==> config.mk <==
export PLATFORM = sky130hd
export DESIGN_NAME = ubc_uart_ctl
export DESIGN_NICKNAME = d
export VERILOG_FILES = /design/src/logic/ubc_pkg.sv /design/src/logic/ubc_gen_if.sv /design/src/logic/ubc_rate_gen.sv /design/src/logic/ubc_uart_ctl.sv
export SDC_FILE = /design/constraint.sdc
export NUM_CORES = 1
export LEC_CHECK = 0
export ABC_AREA = 0
export BUFFER_PORTS_ARGS = -buffer_cell sky130_fd_sc_hd__buf_2
export CORE_MARGIN = 2
export CORE_UTILIZATION = 35
export CTS_CLUSTER_SIZE = 30
export DETAILED_ROUTE_END_ITERATION = 8
export HOLD_SLACK_MARGIN = 0.03
export PLACE_DENSITY_LB_ADDON = 0.05
export SKIP_LAST_GASP = 1
export SLEW_MARGIN = 10
export SYNTH_ARGS = -nofsm -noshare
export SYNTH_HDL_FRONTEND = slang
export SYNTH_SLANG_ARGS = --single-unit
==> constraint.sdc <==
create_clock -name clock -period 2.2 [get_ports clock]
set_input_delay 0.11 -clock clock [delete_from_list [all_inputs] [get_ports clock]]
set_output_delay 0.11 -clock clock [all_outputs]
set_load 0.03 [all_outputs]
==> src/logic/ubc_pkg.sv <==
// package: register map, field positions and rate constants of the uart control block
package ubc_pkg;
  // ==========================================================
  // register offsets on the byte register port
  localparam logic [7:0] UBC_SC_ADDR = 8'h98; // serial_control
  localparam logic [7:0] UBC_RELOAD_ADDR = 8'h9a; // internal_reload_value
  localparam logic [7:0] UBC_BAUD_ADDR = 8'h9b; // baud_control
  localparam logic [7:0] UBC_PWR_ADDR = 8'h87; // power_control
  localparam logic [7:0] UBC_T1_RELOAD_ADDR = 8'h8d; // t1_reload_byte
  localparam logic [7:0] UBC_T1_CTL_ADDR = 8'h88; // t1_control
  // ==========================================================
  // serial_control fields
  localparam int UBC_SC_B7 = 7; // framing_error or mode_sel_hi
  localparam int UBC_SC_SM1 = 6; // mode_sel_lo
  localparam int UBC_SC_MPE = 5; // multiproc_enable
  localparam int UBC_SC_REN = 4; // rx_enable
  localparam int UBC_SC_TB8 = 3; // tx_ninth_bit
  localparam int UBC_SC_RB8 = 2; // rx_ninth_bit
  localparam int UBC_SC_TI = 1; // tx_done_flag
  localparam int UBC_SC_RI = 0; // rx_done_flag
  // baud_control fields
  localparam int UBC_BC_BRR = 4; // brg_run
  localparam int UBC_BC_TX_SOURCE_SELECT = 3; // tx_source_select
  localparam int UBC_BC_RX_SOURCE_SELECT = 2; // rx_source_select
  localparam int UBC_BC_SPD = 1; // fast_clock_select
  localparam int UBC_BC_M0 = 0; // mode0_source_select
  // power_control fields
  localparam int UBC_PC_RATE_DOUBLE = 7; // rate_double
  localparam int UBC_PC_FRAME_CHECK_ENABLE = 6; // frame_check_enable
  // t1_control fields
  localparam int UBC_T1_RUN = 0; // timer 1 run
  // ==========================================================
  // reset values
  localparam logic [7:0] UBC_RST8 = 8'h00;
  localparam logic [4:0] UBC_RST_BAUD = 5'h00;
  // ==========================================================
  // rate constants
  localparam logic [2:0] UBC_DIV6_LAST = 3'h5; // clock / 6 prescale
  localparam logic [4:0] UBC_PRE_LAST_X1 = 5'h1f; // 32 events per bit
  localparam logic [4:0] UBC_PRE_LAST_X2 = 5'h0f; // 16 events per bit
  localparam logic [7:0] UBC_CNT_TOP = 8'hff; // 8-bit overflow point
  // ==========================================================
  // serial modes
  typedef enum logic [1:0] {
    UBC_MODE_SHIFT = 2'b00,
    UBC_MODE_UART8 = 2'b01,
    UBC_MODE_UART9F = 2'b10,
    UBC_MODE_UART9V = 2'b11
  } ubc_mode_e;
endpackage

==> src/logic/ubc_gen_if.sv <==
// interface: control and overflow of one 8-bit auto-reload rate generator
`timescale 1ns/1ps
`default_nettype none
interface ubc_gen_if;
  logic [7:0] reload; // auto-reload value
  logic run; // count enable
  logic slow; // prescale the clock by 6
  logic ovf; // one-cycle overflow pulse
  modport ctl (output reload, output run, output slow, input ovf);
  modport gen (input reload, input run, input slow, output ovf);
endinterface
`default_nettype wire

==> src/logic/ubc_rate_gen.sv <==
// module: 8-bit auto-reload overflow generator with optional clock / 6
`timescale 1ns/1ps
`default_nettype none
module ubc_rate_gen
  import ubc_pkg::*;
(
  // clock and reset
  input wire logic clock,
  input wire logic rst,
  // control and overflow
  ubc_gen_if.gen g
);
  // ==========================================================
  // state
  logic [2:0] pre; // clock / 6 prescaler
  logic [7:0] cnt; // up counter
  logic ovf_q; // registered overflow
  logic [2:0] next_pre;
  logic [7:0] next_cnt;
  logic next_ovf;
  logic step;

  // next-state: stopped generator holds the reload value so it restarts
  // with a full period rather than a stale fraction of one
  always_comb begin
    next_pre = pre;
    next_cnt = cnt;
    next_ovf = 1'b0;
    step = 1'b0;
    if (!g.run) begin
      next_pre = 3'h0;
      next_cnt = g.reload;
    end else begin
      // slow mode steps once every six clocks
      if (g.slow) begin
        step = (pre == UBC_DIV6_LAST);
        next_pre = step ? 3'h0 : pre + 3'h1;
      end else begin
        step = 1'b1;
      end
      if (step) begin
        if (cnt == UBC_CNT_TOP) begin
          next_cnt = g.reload;
          next_ovf = 1'b1;
        end else begin
          next_cnt = cnt + 8'h01;
        end
      end
    end
  end

  // registers
  always_ff @(posedge clock) begin
    if (rst) begin
      pre <= 3'h0;
      cnt <= 8'h00;
      ovf_q <= 1'b0;
    end else begin
      pre <= next_pre;
      cnt <= next_cnt;
      ovf_q <= next_ovf;
    end
  end

  assign g.ovf = ovf_q;
endmodule
`default_nettype wire

==> src/logic/ubc_uart_ctl.sv <==
// module: uart bit-rate source selection with serial control and status
// Function
// - modes 1,3: timer 1 or generator per direction
// - rx/tx sources from baud_control select bits
// - generator rate: clock, doubling, reload, slow divide
// - timer 1 rate: clock/6/32, reload, doubling
// - mode 2: clock/32, or /16 doubled
// - mode 0 source from mode0_source_select
// - bit 7 is framing_error or mode_sel_hi
// - framing_error sticky until software clears
// - mode field selects four serial modes
// - multiproc_enable for modes 1-3, not 0
// - reception only while rx_enable set
// - tx_ninth_bit sent as ninth bit
// - rx_ninth_bit: ninth bit or mode 1 stop
// - tx_done_flag set at transmit end event
// - rx_done_flag set at receive end event
// - source select: clear timer 1, set generator
// - generator counts only while brg_run set
// - fast_clock_select clear divides clock by 6
// - timer 1 auto-reloads from t1_reload_byte
`timescale 1ns/1ps
`default_nettype none
module ubc_uart_ctl
  import ubc_pkg::*;
(
  // clock and reset
  input wire logic clock,
  input wire logic rst,
  // register port
  input wire logic [7:0] addr,
  input wire logic [7:0] wdata,
  input wire logic wr_en,
  input wire logic rd_en,
  output logic [7:0] rdata,
  // events from the frame shifter (same clock)
  input wire logic tx_end,
  input wire logic rx_end,
  input wire logic rx_bit9,
  input wire logic rx_stop_bit,
  input wire logic rx_stop_bad,
  // control to the frame shifter
  output logic [1:0] mode,
  output logic rx_enable,
  output logic multiproc_enable,
  output logic tx_ninth_bit,
  output logic tx_bit_tick,
  output logic rx_bit_tick,
  // status flags
  output logic tx_done_flag,
  output logic rx_done_flag,
  output logic framing_error
);
  // ==========================================================
  // register state
  logic mode_sel_hi, mode_sel_lo, rx_ninth_bit;
  logic [7:0] internal_reload_value, t1_reload_byte;
  logic [4:0] baud_control;
  logic rate_double, frame_check_enable, t1_run;
  logic next_hi, next_lo, next_mpe, next_ren, next_tb8, next_rb8;
  logic next_ti, next_ri, next_fe;
  logic [7:0] next_reload, next_t1_reload, next_rdata;
  logic [4:0] next_baud;
  logic next_rate_double, next_frame_check_enable, next_t1_run;
  logic sc_wr; // write to serial_control this cycle
  logic rx_ok; // receive event accepted
  ubc_mode_e cur_mode;

  assign cur_mode = ubc_mode_e'({mode_sel_hi, mode_sel_lo});
  assign sc_wr = wr_en && (addr == UBC_SC_ADDR);
  // receive events are dropped while reception is disabled
  assign rx_ok = rx_end && rx_enable;

  // ==========================================================
  // register next values: software writes first, hardware sets after
  always_comb begin
    next_hi = mode_sel_hi;
    next_lo = mode_sel_lo;
    next_mpe = multiproc_enable;
    next_ren = rx_enable;
    next_tb8 = tx_ninth_bit;
    next_rb8 = rx_ninth_bit;
    next_ti = tx_done_flag;
    next_ri = rx_done_flag;
    next_fe = framing_error;
    next_reload = internal_reload_value;
    next_t1_reload = t1_reload_byte;
    next_baud = baud_control;
    next_rate_double = rate_double;
    next_frame_check_enable = frame_check_enable;
    next_t1_run = t1_run;
    if (wr_en) begin
      if (addr == UBC_SC_ADDR) begin
        // bit 7 lands on the flag or the mode bit by the view selector
        if (frame_check_enable) begin
          next_fe = wdata[UBC_SC_B7];
        end else begin
          next_hi = wdata[UBC_SC_B7];
        end
        next_lo = wdata[UBC_SC_SM1];
        next_mpe = wdata[UBC_SC_MPE];
        next_ren = wdata[UBC_SC_REN];
        next_tb8 = wdata[UBC_SC_TB8];
        next_rb8 = wdata[UBC_SC_RB8];
        next_ti = wdata[UBC_SC_TI];
        next_ri = wdata[UBC_SC_RI];
      end else if (addr == UBC_RELOAD_ADDR) begin
        next_reload = wdata;
      end else if (addr == UBC_BAUD_ADDR) begin
        next_baud = wdata[4:0];
      end else if (addr == UBC_PWR_ADDR) begin
        next_rate_double = wdata[UBC_PC_RATE_DOUBLE];
        next_frame_check_enable = wdata[UBC_PC_FRAME_CHECK_ENABLE];
      end else if (addr == UBC_T1_RELOAD_ADDR) begin
        next_t1_reload = wdata;
      end else if (addr == UBC_T1_CTL_ADDR) begin
        next_t1_run = wdata[UBC_T1_RUN];
      end
    end
    // hardware sets come last so a same-cycle clear loses
    if (tx_end) begin
      next_ti = 1'b1;
    end
    if (rx_ok) begin
      next_ri = 1'b1;
      // ninth bit in modes 2 and 3, stop bit in mode 1 without mpe
      if (mode_sel_hi) begin
        next_rb8 = rx_bit9;
      end else if (mode_sel_lo && !multiproc_enable) begin
        next_rb8 = rx_stop_bit;
      end
      // a bad stop bit latches; a good one never clears it
      if (frame_check_enable && rx_stop_bad &&
          cur_mode != UBC_MODE_SHIFT) begin
        next_fe = 1'b1;
      end
    end
  end

  // ==========================================================
  // read data: registered, valid the cycle after the strobe only
  always_comb begin
    next_rdata = 8'h00;
    if (rd_en) begin
      if (addr == UBC_SC_ADDR) begin
        next_rdata = {(frame_check_enable ? framing_error : mode_sel_hi),
                      mode_sel_lo, multiproc_enable, rx_enable,
                      tx_ninth_bit, rx_ninth_bit, tx_done_flag,
                      rx_done_flag};
      end else if (addr == UBC_RELOAD_ADDR) begin
        next_rdata = internal_reload_value;
      end else if (addr == UBC_BAUD_ADDR) begin
        next_rdata = {3'h0, baud_control};
      end else if (addr == UBC_PWR_ADDR) begin
        next_rdata = {rate_double, frame_check_enable, 6'h00};
      end else if (addr == UBC_T1_RELOAD_ADDR) begin
        next_rdata = t1_reload_byte;
      end else if (addr == UBC_T1_CTL_ADDR) begin
        next_rdata = {7'h00, t1_run};
      end
    end
  end

  // register update
  always_ff @(posedge clock) begin
    if (rst) begin
      mode_sel_hi <= 1'b0;
      mode_sel_lo <= 1'b0;
      multiproc_enable <= 1'b0;
      rx_enable <= 1'b0;
      tx_ninth_bit <= 1'b0;
      rx_ninth_bit <= 1'b0;
      tx_done_flag <= 1'b0;
      rx_done_flag <= 1'b0;
      framing_error <= 1'b0;
      internal_reload_value <= UBC_RST8;
      t1_reload_byte <= UBC_RST8;
      baud_control <= UBC_RST_BAUD;
      rate_double <= 1'b0;
      frame_check_enable <= 1'b0;
      t1_run <= 1'b0;
      rdata <= 8'h00;
    end else begin
      mode_sel_hi <= next_hi;
      mode_sel_lo <= next_lo;
      multiproc_enable <= next_mpe;
      rx_enable <= next_ren;
      tx_ninth_bit <= next_tb8;
      rx_ninth_bit <= next_rb8;
      tx_done_flag <= next_ti;
      rx_done_flag <= next_ri;
      framing_error <= next_fe;
      internal_reload_value <= next_reload;
      t1_reload_byte <= next_t1_reload;
      baud_control <= next_baud;
      rate_double <= next_rate_double;
      frame_check_enable <= next_frame_check_enable;
      t1_run <= next_t1_run;
      rdata <= next_rdata;
    end
  end

  assign mode = {mode_sel_hi, mode_sel_lo};

  // ==========================================================
  // overflow sources
  ubc_gen_if brg_if ();
  ubc_gen_if t1_if ();
  assign brg_if.reload = internal_reload_value;
  assign brg_if.run = baud_control[UBC_BC_BRR];
  assign brg_if.slow = !baud_control[UBC_BC_SPD];
  // timer 1 always sees clock / 6 and reloads in 8-bit mode
  assign t1_if.reload = t1_reload_byte;
  assign t1_if.run = t1_run;
  assign t1_if.slow = 1'b1;

  ubc_rate_gen u_brg (.clock(clock), .rst(rst), .g(brg_if.gen));
  ubc_rate_gen u_t1 (.clock(clock), .rst(rst), .g(t1_if.gen));

  // ==========================================================
  // fixed clock / 6 shift tick for mode 0
  logic [2:0] m0_div, next_m0_div;
  logic m0_fixed;
  always_comb begin
    m0_fixed = (m0_div == UBC_DIV6_LAST);
    next_m0_div = m0_fixed ? 3'h0 : m0_div + 3'h1;
  end
  always_ff @(posedge clock) begin
    if (rst) begin
      m0_div <= 3'h0;
    end else begin
      m0_div <= next_m0_div;
    end
  end

  // ==========================================================
  // per-direction bit tick: 0 transmit, 1 receive
  logic pre_last_sel; // 16 events per bit when doubled
  assign pre_last_sel = rate_double;
  genvar d;
  generate
    for (d = 0; d < 2; d++) begin : g_dir
      logic [4:0] pre, next_pre;
      logic evt, use_brg, tick;
      logic tick_q; // registered tick, one owner per direction
      // each direction picks its own source: clear timer 1, set generator
      assign use_brg = (d == 0) ? baud_control[UBC_BC_TX_SOURCE_SELECT]
                                : baud_control[UBC_BC_RX_SOURCE_SELECT];
      always_comb begin
        evt = 1'b0;
        tick = 1'b0;
        next_pre = pre;
        case (cur_mode)
          UBC_MODE_SHIFT: begin
            // fixed path bypasses the prescaler entirely
            if (baud_control[UBC_BC_M0]) begin
              evt = brg_if.ovf;
            end else begin
              tick = m0_fixed;
            end
          end
          UBC_MODE_UART9F: begin
            evt = 1'b1;
          end
          default: begin
            evt = use_brg ? brg_if.ovf : t1_if.ovf;
          end
        endcase
        if (evt) begin
          // divide events by 32, or 16 when doubled
          if (pre == (pre_last_sel ? UBC_PRE_LAST_X2
                                   : UBC_PRE_LAST_X1)) begin
            next_pre = 5'h00;
            tick = 1'b1;
          end else begin
            next_pre = pre + 5'h01;
          end
        end
      end
      always_ff @(posedge clock) begin
        if (rst) begin
          pre <= 5'h00;
          tick_q <= 1'b0;
        end else begin
          pre <= next_pre;
          tick_q <= tick;
        end
      end
    end
  endgenerate
  assign tx_bit_tick = g_dir[0].tick_q;
  assign rx_bit_tick = g_dir[1].tick_q;
endmodule
`default_nettype wire

### After elaboration in Yosys (flattened, before gate mapping)

Index checks and enable logic that the tools add are counted.

| word-level totals | value |
|---|---|
| register bits | 80 |
| output and inout bits | 18 |
| word-level logic and storage cells | 136 |

| cells by class | value |
|---|---|
| add/sub/neg operators | 7 |
| equality and inequality tests | 16 |
| multiplexer cells | 49 |
| bitwise gates (word level) | 11 |
| reduce and logical (&&, ||, !) cells | 26 |

Operator list:

| cell | count |
|---|---|
| $mux W8 | 11 |
| $eq A8 B8 Y1 const B | 8 |
| $mux W1 | 32 |
| $add A8 B1 Y8 const B | 2 |
| $mux W5 | 3 |
| $not A1 Y1 | 11 |
| $add A5 B1 Y5 const B | 2 |
| $eq A5 B5 Y1 | 2 |
| $reduce_bool A2 Y1 | 5 |
| $add A3 B1 Y3 const B | 3 |
| $eq A3 B3 Y1 const B | 3 |
| $reduce_or A3 Y1 | 3 |
| $reduce_and A7 Y1 | 1 |
| $reduce_and A2 Y1 | 3 |
| $reduce_and A3 Y1 | 2 |
| $reduce_and A6 Y1 | 1 |
| $reduce_or A2 Y1 | 3 |
| $reduce_and A5 Y1 | 1 |
| $logic_and A1 B1 Y1 | 4 |
| $ne A2 B1 Y1 const B | 2 |
| $pmux W1 S2 | 2 |
| $reduce_and A4 Y1 | 1 |
| $mux W3 | 1 |
| $eq A2 B2 Y1 const B | 1 |
| 2 further kinds | 2 |

### Logic depth before layout (Yosys ltp)

Gate-level depths: netlist (run 1).

| depth | value |
|---|---|
| depth after elaboration | 7 |
| depth in mapped cells | 6 |

### Hierarchy

Synthesis (run 1) repeated with hierarchy kept, for this count alone.

| second synthesis, totals | value |
|---|---|
| cell total of the unflattened synthesis | 446 |
| area, all modules | 4013.8 um2 |

Modules (own cells, without submodules):

| module | instances | cells an instance | area each (um2) |
|---|---|---|---|
| ubc_uart_ctl | 1 | 278 | 2605.0 |
| ubc_rate_gen | 2 | 84 | 704.4 |

### Worst setup path after synthesis (run 1)

Ideal clock, no wire load.

| timing path | value |
|---|---|
| path type | register to register |
| start point | register mode_sel_lo |
| end point | register g_dir[0].pre[0] |
| data arrival time | 1.610 ns |
| data required time | 2.130 ns |
| path slack | 0.519 ns |
| stages on the path, launching flop included | 6 |
| path buffers | 2 |
| clock period less this slack | 1.681 ns |
| path through | dfxtp_1 clkbuf_1 mux2_2 clkbuf_1 or3b_2 a21oi_1 |

| on the way | value |
|---|---|
| word-level cells in the longest chain between the ends | 2 |
| elaborated cells on any way between the ends | 3 |

Ends and longest elaborated chain:

| element | RTL line | text |
|---|---|---|
| start: declaration | ubc_uart_ctl.sv:56 | `logic mode_sel_hi, mode_sel_lo, rx_ninth_bit;` |
| start signal: assignment | ubc_uart_ctl.sv:185 | `mode_sel_lo <= next_lo;` |
| $eq A2 B2 Y1 / $logic_not A2 Y1 (equally long branches) | ubc_uart_ctl.sv:253 | `case (cur_mode)` |
| $pmux W1 S2 * | ubc_uart_ctl.sv:253 |  |
| end signal: assignment | ubc_uart_ctl.sv:285 | `pre <= next_pre;` |
| end: declaration | ubc_uart_ctl.sv:243 | `logic [4:0] pre, next_pre;` |

Mark *: on every way between the ends. The rest lies on a longest branch, timed or not.
A chain may end at the register's enable or synchronous reset.

### Worst setup path after layout (run 1)

| timing path | value |
|---|---|
| start point | register u_t1.cnt[0] |
| end point | register u_t1.cnt[1] |

| on the way | value |
|---|---|
| word-level cells in the longest chain between the ends | 4 |
| elaborated cells on any way between the ends | 5 |

Ends and longest elaborated chain:

| element | RTL line | text |
|---|---|---|
| start: declaration | ubc_rate_gen.sv:16 | `logic [7:0] cnt;` |
| start signal: assignment | ubc_rate_gen.sv:60 | `cnt <= next_cnt;` |
| $add A8 B1 Y8 / $eq A8 B8 Y1 (equally long branches) | ubc_rate_gen.sv:46, ubc_rate_gen.sv:42 |  |
| $mux W8 * | ubc_rate_gen.sv:42 | `if (cnt == UBC_CNT_TOP) begin` |
| $mux W8 * | ubc_rate_gen.sv:41 | `if (step) begin` |
| $mux W8 * | ubc_rate_gen.sv:30 | `if (!g.run) begin` |

Mark *: on every way between the ends. The rest lies on a longest branch, timed or not. The select of a mux whose other input is x is not followed.

==> flow_metrics.env, run 1 <==
export IMPL_slew_headroom=0.557
export IMPL_setup_viol=0
export IMPL_crit_type="reg -> reg"
export IMPL_dr_pass1_iters=5
export IMPL_dp_hpwl_um=7880
export IMPL_status="complete, no violations"
export IMPL_slowest_delay_ns=0.58
export IMPL_fp_dieH_um=110
export IMPL_synth_top_area_frac=0.408
export IMPL_final_common_cell="dfxtp_1"
export IMPL_crit_fanout=7
export IMPL_grt_max_degree=37
export IMPL_crit_required_ns=2.47
export IMPL_finalCritPeriodShare=0.900
export IMPL_r2r_end="u_t1.cnt[1]$_SDFFE_PP0P_"
export IMPL_drc=0
export IMPL_htree_levels=3
export IMPL_die_area_mm2=0.0121
export IMPL_async_flop_share=0
export IMPL_final_cell_area_mm2=0.00451
export IMPL_fin_crit_ns=1.98
export IMPL_cts_inserted_buffers=9
export IMPL_cts_setup_buffers=0
export IMPL_clockBufferDepth=2
export IMPL_die_x_um=110
export IMPL_nFillCells=1104
export IMPL_nNetsFinal=523
export IMPL_utilization=0.414
export IMPL_hold_path_depth=3
export IMPL_finClkSkew_ns=0.0110
export IMPL_routedWlPerCell_um=17.1
export IMPL_place_area_mm2=0.00431
export IMPL_seq_area_frac_synth=0.408
export IMPL_avgSynthCellArea_um2=8.77
export IMPL_start_kind="flip-flop"
export IMPL_r2r_slack_ns=0.22
export IMPL_hold_violations=0
export IMPL_cts_root_buf="clkbuf_8"
export IMPL_ioPinCount=43
export IMPL_grt_total_usage=0.190
export IMPL_rsz0062_at_grt="false"
export IMPL_r2r_start="u_t1.cnt[0]$_SDFFE_PP0P_"
export IMPL_synth_nets=481
export IMPL_routed_via_density=5.60
export IMPL_ys_dominant_reg_cell="dfxtp_1"
export IMPL_path_clk_slew_ns=0.08
export IMPL_antenna_found_initial=0
export IMPL_ys_ff_latch=80
export IMPL_rows=38
export IMPL_start_util=0.361
export IMPL_cts_sinks=80
export IMPL_first_iter_violations=165
export IMPL_arrival_ns=2.25
export IMPL_power_mw=2.70
export IMPL_ys_types=55
export IMPL_endpoint_kind="flip-flop"
export IMPL_hold_path_endpoint="tx_done_flag$_SDFFE_PP0P_"
export IMPL_reg2regPathDepth=5
export IMPL_drt_total_wl_um=10800
export IMPL_core_mm2=0.0109
export IMPL_netlist_instances=448
export IMPL_netlist_area_mm2=0.00393
export IMPL_synthTopCellsByArea="dfxtp_1, mux2i_1, nor2_1"
export IMPL_tightest_slew_ns=0.665
export IMPL_layout_common_cells="dfxtp_1, nor2_1, buf_2, mux2i_1, nand2_1"
export IMPL_gp_congestion=0.818
export IMPL_drv_slew=0
export IMPL_hp_class="in -> reg"
export IMPL_vias=3554
export IMPL_tns_ns=0
export IMPL_synth_edf_count=0
export IMPL_syn_to_final_growth_pct=14.8
export IMPL_powerDensity_mw_per_mm2=599
export IMPL_yosysTopAreaCell="dfxtp_1"
export IMPL_peakVddDrop_uv=323
export IMPL_io_buffer_count=42
export IMPL_fmax_ghz=0.505
export IMPL_antenna_cells=0
export IMPL_insertion_delay_ns=0.37
export IMPL_cts_tree="done"
export IMPL_power_leakage_nw=1.70
export IMPL_hold_start="tx_end"
export IMPL_grt_pass1_vias=3395
export IMPL_max_cap_violations=0
export IMPL_worstPathCellList="ha_1 -> nand4_1 -> o21ai_0 -> nand2_1 -> a311oi_1"
export IMPL_drive_above_1_share=0.166
export IMPL_slowest_stage="o21ai_0"
export IMPL_whs_ns=0.0563
export IMPL_antenna_left=0
export IMPL_grt_ovfl_total=0
export IMPL_grt_pass1_wl_um=17500
export IMPL_yosys_warnings=0
[worst max-delay path, delay by kind of cell (launching register included)]
kind	cells	cell delay, ns
AO/OA/AOI/OAI	2	0.86
adder cells (fa/ha/maj)	1	0.24
flip-flops	1	0.40
AND/OR/NAND/NOR	2	0.38
[per-stage QoR]
| step | cells | setup WS [ns] |
|---|---|---|
| final | 635 | 0.219 |
| after global routing | 635 | 0.0457 |
| after CTS | 635 | 0.256 |
| after detailed placement | 618 | 0.318 |
| after global placement | 618 | 0.381 |
| after floorplan | 448 | 0.519 |
[state kept, by name, summed over array words and instances (netlist names), 3 cells and up]
| signal | flops |
|---|---|
| baud_control | 5 |
| brg_if.reload | 8 |
| g_dir.pre | 10 |
| m0_div | 3 |
| rdata | 8 |
| t1_if.reload | 8 |
| u_brg.cnt | 8 |
| u_brg.pre | 3 |
| u_t1.cnt | 8 |
| u_t1.pre | 3 |
[per-layer routing]
layer	vias to the layer above	global-route usage	routed length, um
met5	-	0	0
met4	0	0.0678	255
met3	23	0.0362	437
li1	1742	-	-
met1	1706	0.243	5060
met2	83	0.317	5080
[cells in the mapped netlist, types with 3 or more instances]
cell type  instances
mux2i_1           40
ha_1               8
dfxtp_1           80
mux2_2             4
and2_1             5
o21a_1             3
nand4b_1           5
nor3_1            12
clkbuf_1          19
nand3_1           22
a31oi_1            7
nand2_1           27
a22oi_1            3
inv_1             12
a21oi_1           22
and3_1             5
a211oi_1          10
a22o_1             3
a221oi_1           9
nor2b_1            9
nor4b_1            3
nor4_1             3
o211ai_1           3
nand2b_1           5
o21ai_0           21
a311oi_1           3
or3_1              8
nand4_1           10
nor2_1            49
[kinds of logic after synthesis]
group,Yosys count,share of synthesized area
flip-flops,80,0.408
AO/OA/AOI/OAI,98,0.166
XOR/XNOR,4,0.00892
buffers and inverters,37,0.0376
multiplexers,44,0.113
adder cells (fa/ha/maj),8,0.0255
AND/OR/NAND/NOR,177,0.241
[layout make-up]
type                    instances  area (um^2)  share of cell area
clock inverters                 7         72.6              0.0161
inverters                      13         48.8              0.0108
multi-input cells             331         2180               0.483
well taps                     140          175              0.0388
flip-flops and latches         80         1600               0.355
clock buffers                   9          124              0.0275
repair buffers                 55          310              0.0688
[worst max path at each step]
stage	start	endpoint	slack [ns]	cells after the start
detailed placement	u_t1.cnt[0]$_SDFFE_PP0P_	u_t1.cnt[1]$_SDFFE_PP0P_	0.32	5
finish	u_t1.cnt[0]$_SDFFE_PP0P_	u_t1.cnt[1]$_SDFFE_PP0P_	0.22	5
global placement	addr[2]	rdata[1]$_SDFF_PP0_	0.38	5
CTS	u_t1.cnt[0]$_SDFFE_PP0P_	u_t1.cnt[1]$_SDFFE_PP0P_	0.26	5
floorplan	mode_sel_lo$_SDFFE_PP0P_	g_dir[0].pre[0]$_SDFFE_PP0N_	0.52	5
global route	u_t1.cnt[0]$_SDFFE_PP0P_	u_t1.cnt[1]$_SDFFE_PP0P_	0.05	5
[repair_timing]
| action | 4_1_cts | 5_1_grt |
|---|---|---|
| hold endpoints to repair | 1 | 0 |
| gates resized for setup | 0 | 0 |
| hold buffers | 1 | 0 |
[report_power, final]
part / leakage [nW] / switching (mW) / internal, mW
Clock: 0.0952 / 0.586 / 0.524
Combinational: 0.961 / 0.0863 / 0.0460
Sequential: 0.645 / 0.00632 / 1.45
Total: 1.70 / 0.679 / 2.02
(Power assumes the default switching activity.)
==> run 2: changes to the inputs <==
--- a/config.mk
+++ b/config.mk
@@ -13,8 +13,10 @@
 export DETAILED_ROUTE_END_ITERATION = 8
 export HOLD_SLACK_MARGIN = 0.03
 export PLACE_DENSITY_LB_ADDON = 0.05
+export SETUP_SLACK_MARGIN = 0.02
 export SKIP_LAST_GASP = 1
 export SLEW_MARGIN = 10
 export SYNTH_ARGS = -nofsm -noshare
 export SYNTH_HDL_FRONTEND = slang
+export SYNTH_HIERARCHICAL = 1
 export SYNTH_SLANG_ARGS = --single-unit
==> constraint.sdc (replaced) <==
create_clock -name clock -period 1.7 [get_ports clock]
set_input_delay 0.085 -clock clock [delete_from_list [all_inputs] [get_ports clock]]
set_output_delay 0.085 -clock clock [all_outputs]
set_load 0.03 [all_outputs]
==> run 2 against run 1 <==
Compared with the run above:
- hold slack gained 0.0014 ns
- largest power group is now clock
- highest routed layer unchanged
- global-route usage fell by 0.12 points
- area after synthesis is 2.2% higher
==> flow_metrics.env, run 2 <==
export IMPL_status="complete, no violations"
export IMPL_yosys_warnings=6
export IMPL_crit_type="reg -> reg"
export IMPL_crit_family="simple AND/OR/NAND/NOR gates"
export IMPL_arrival_ns=1.80
export IMPL_hold_start="wdata[5]"
export IMPL_crit_required_ns=1.88
export IMPL_clockPowerShare=0.493
export IMPL_synth_most_common_cell="dfxtp_1"
export IMPL_synthTopCellsByArea="dfxtp_1, mux2i_1, nor2_1"
export IMPL_whs_ns=0.0577
export IMPL_largest_reg_flops=10
export IMPL_start_util=0.355
export IMPL_cts_setup_buffers=0
export IMPL_drt_total_wl_um=10900
export IMPL_final_common_cell="dfxtp_1"
export IMPL_antenna_found_initial=0
export IMPL_syn_to_final_growth_pct=21.1
export IMPL_slowest_delay_ns=0.53
export IMPL_synthXorXnorAreaFrac=0.0175
export IMPL_p_comb_frac=0.047
export IMPL_synth_mux_area_frac=0.120
export IMPL_crit_fanout=4
export IMPL_synth_top_family_by_area="simple AND/OR/NAND/NOR gates"
export IMPL_gp_congestion=0.849
export IMPL_worstPathCellList="ha_1 -> nand4_2 -> buf_4 -> nor4_1"
export IMPL_die_area_mm2=0.0123
export IMPL_grt_pass1_vias=3432
export IMPL_sequentialPowerShare=0.460
export IMPL_antenna_left=0
export IMPL_finalCritPeriodShare=0.956
export IMPL_r2r_slack_ns=0.07
export IMPL_setup_viol=0
export IMPL_routedWlPerCell_um=16.7
export IMPL_dr_pass1_iters=4
export IMPL_grt_pass1_wl_um=18500
export IMPL_max_cap_violations=0
export IMPL_io_buffer_count=42
export IMPL_tns_ns=0
export IMPL_hold_path_endpoint="brg_if.reload[5]$_SDFFE_PP0P_"
export IMPL_ys_dominant_reg_cell="dfxtp_1"
export IMPL_clockBufferDepth=2
export IMPL_internal_power_mw=3.23
export IMPL_vias=3458
export IMPL_path_clk_slew_ns=0.06
export IMPL_fp_dieH_um=111
export IMPL_rows=39
export IMPL_htree_levels=3
export IMPL_utilization=0.429
export IMPL_layout_setup_ws_ns=0.0744
export IMPL_netlist_instances=446
export IMPL_rsz0062_at_grt="true"
export IMPL_synthAdderAreaFrac=0.0187
export IMPL_p_sw_uw=882
export IMPL_routed_via_density=5.30
export IMPL_cts_inserted_buffers=9
export IMPL_dp_cells=636
export IMPL_start_kind="flip-flop"
export IMPL_hp_class="in -> reg"
export IMPL_yosysTopAreaCell="dfxtp_1"
export IMPL_drc=0
export IMPL_reg2regPathDepth=4
export IMPL_power_mw=4.11
export IMPL_die_x_um=111
export IMPL_layout_common_cells="dfxtp_1, nor2_1, mux2i_1, buf_2, nand2_1"
export IMPL_place_area_mm2=0.00452
export IMPL_top_register="g_dir.pre"
export IMPL_r2r_end="u_t1/g.ovf$_SDFF_PP0_"
export IMPL_grt_total_usage=0.189
export IMPL_synth_commonest_cells="dfxtp_1, nor2_1, mux2i_1"
export IMPL_dp_hpwl_um=8140
export IMPL_nNetsFinal=537
export IMPL_slowest_stage="nor4_1"
export IMPL_ioPinCount=43
export IMPL_fin_crit_ns=1.63
export IMPL_synth_top_area_frac=0.399
export IMPL_swShare=0.214
export IMPL_slew_headroom=0.604
export IMPL_synth_compound_area_frac=0.177
export IMPL_insertion_delay_ns=0.34
export IMPL_fmax_ghz=0.615
export IMPL_pre_cts_slack_ns=0.0548
export IMPL_avgSynthCellArea_um2=9.00
export IMPL_grt_ovfl_total=0
export IMPL_endpoint_kind="flip-flop"
export IMPL_first_iter_violations=146
export IMPL_ys_ff_latch=80
export IMPL_layout_cells_non_filler=653
export IMPL_antenna_cells=0
export IMPL_drive_above_1_share=0.204
export IMPL_netlist_area_mm2=0.00401
export IMPL_yosys_area_share_simple=0.232
export IMPL_cp_num_buf_inv=1
export IMPL_cts_root_buf="clkbuf_16"
export IMPL_grt_max_degree=30
export IMPL_synth_edf_count=0
export IMPL_r2r_start="u_t1/cnt[0]$_SDFFE_PP0P_"
export IMPL_nFillCells=1134
export IMPL_synth_nets=477
export IMPL_hold_violations=0
export IMPL_core_mm2=0.0113
export IMPL_cts_tree="done"
export IMPL_seq_area_frac_synth=0.399
export IMPL_async_flop_share=0
export IMPL_powerDensity_mw_per_mm2=846
export IMPL_peakVddDrop_uv=521
export IMPL_final_cell_area_mm2=0.00486
export IMPL_power_leakage_nw=1.90
export IMPL_drv_slew=0
export IMPL_cts_sinks=80
export IMPL_ys_types=59
export IMPL_hold_path_depth=3
export IMPL_tightest_slew_ns=0.588
export IMPL_finClkSkew_ns=0.00620
[run 2: cell count changes after synthesis, sizes merged, moves of 6 or more]
cell and change:
a221oi -9, mux2i +7, nand2 +6, nor2 +7, nor3 -9, nor3b +9, o21ai -9, o32ai +6
[run 2: area by class of cell]
| type | instances | area (um^2) | share of cell area |
|---|---|---|---|
| clock inverters | 4 | 70.1 | 0.0144 |
| multi-input cells | 335 | 2290 | 0.471 |
| inverters | 7 | 26.3 | 0.00541 |
| well taps | 143 | 179 | 0.0368 |
| clock buffers | 11 | 233 | 0.0479 |
| repair buffers | 73 | 460 | 0.0947 |
| flip-flops and latches | 80 | 1600 | 0.329 |
[run 2: power by group through the flow]
stage                     Combinational [mW]  Sequential (mW)  Clock (mW)
after floorplan                       0.0957             1.94           0
after global placement                 0.191             1.93           0
after detailed placement               0.191             1.93           0
after CTS                              0.195             1.89        2.10
after global routing                   0.214             1.89        2.17
final                                  0.195             1.89        2.03
[run 2: worst max-delay path by stage]
stage | startpoint | to | slack (ns) | depth (start not counted)
global route | u_t1/cnt[1]$_SDFFE_PP0P_ | u_t1/cnt[2]$_SDFFE_PP0P_ | -0.03 | 5
CTS | u_t1/cnt[0]$_SDFFE_PP0P_ | u_t1/g.ovf$_SDFF_PP0_ | 0.03 | 4
detailed placement | u_t1/cnt[1]$_SDFFE_PP0P_ | u_t1/g.ovf$_SDFF_PP0_ | 0.05 | 4
finish | u_t1/cnt[0]$_SDFFE_PP0P_ | u_t1/g.ovf$_SDFF_PP0_ | 0.07 | 4
floorplan | g_dir[1].pre[0]$_SDFFE_PP0N_ | g_dir[1].pre[4]$_SDFFE_PP0N_ | 0.13 | 5
global placement | u_t1/cnt[0]$_SDFFE_PP0P_ | u_t1/g.ovf$_SDFF_PP0_ | 0.09 | 4
[run 2: cell families after synthesis]
kind of cell | after synthesis
AND/OR/NAND/NOR | 171
AO/OA/AOI/OAI | 101
flip-flops | 80
multiplexers | 48
buffers and inverters | 31
XOR/XNOR | 8
adder cells (fa/ha/maj) | 6
other | 1
[run 2: routing by layer]
layer  up-vias  GRT usage  wire length [um]
met5         -          0                 0
met4         0     0.0782               174
met3        12     0.0350               442
met2        66      0.291              4780
met1      1615      0.260              5530
li1       1765          -                 -
[run 2: tightest hold or removal path, stage by stage]
cell and delay, ns:
buf_2 0.13, mux2i_1 0.08, nor2_1 0.07
[run 2: timing repair]
item                       CTS  global route
hold endpoints to repair     2             0
setup endpoints to repair    0             9
gates resized for setup      0             4
hold buffers                 2             0
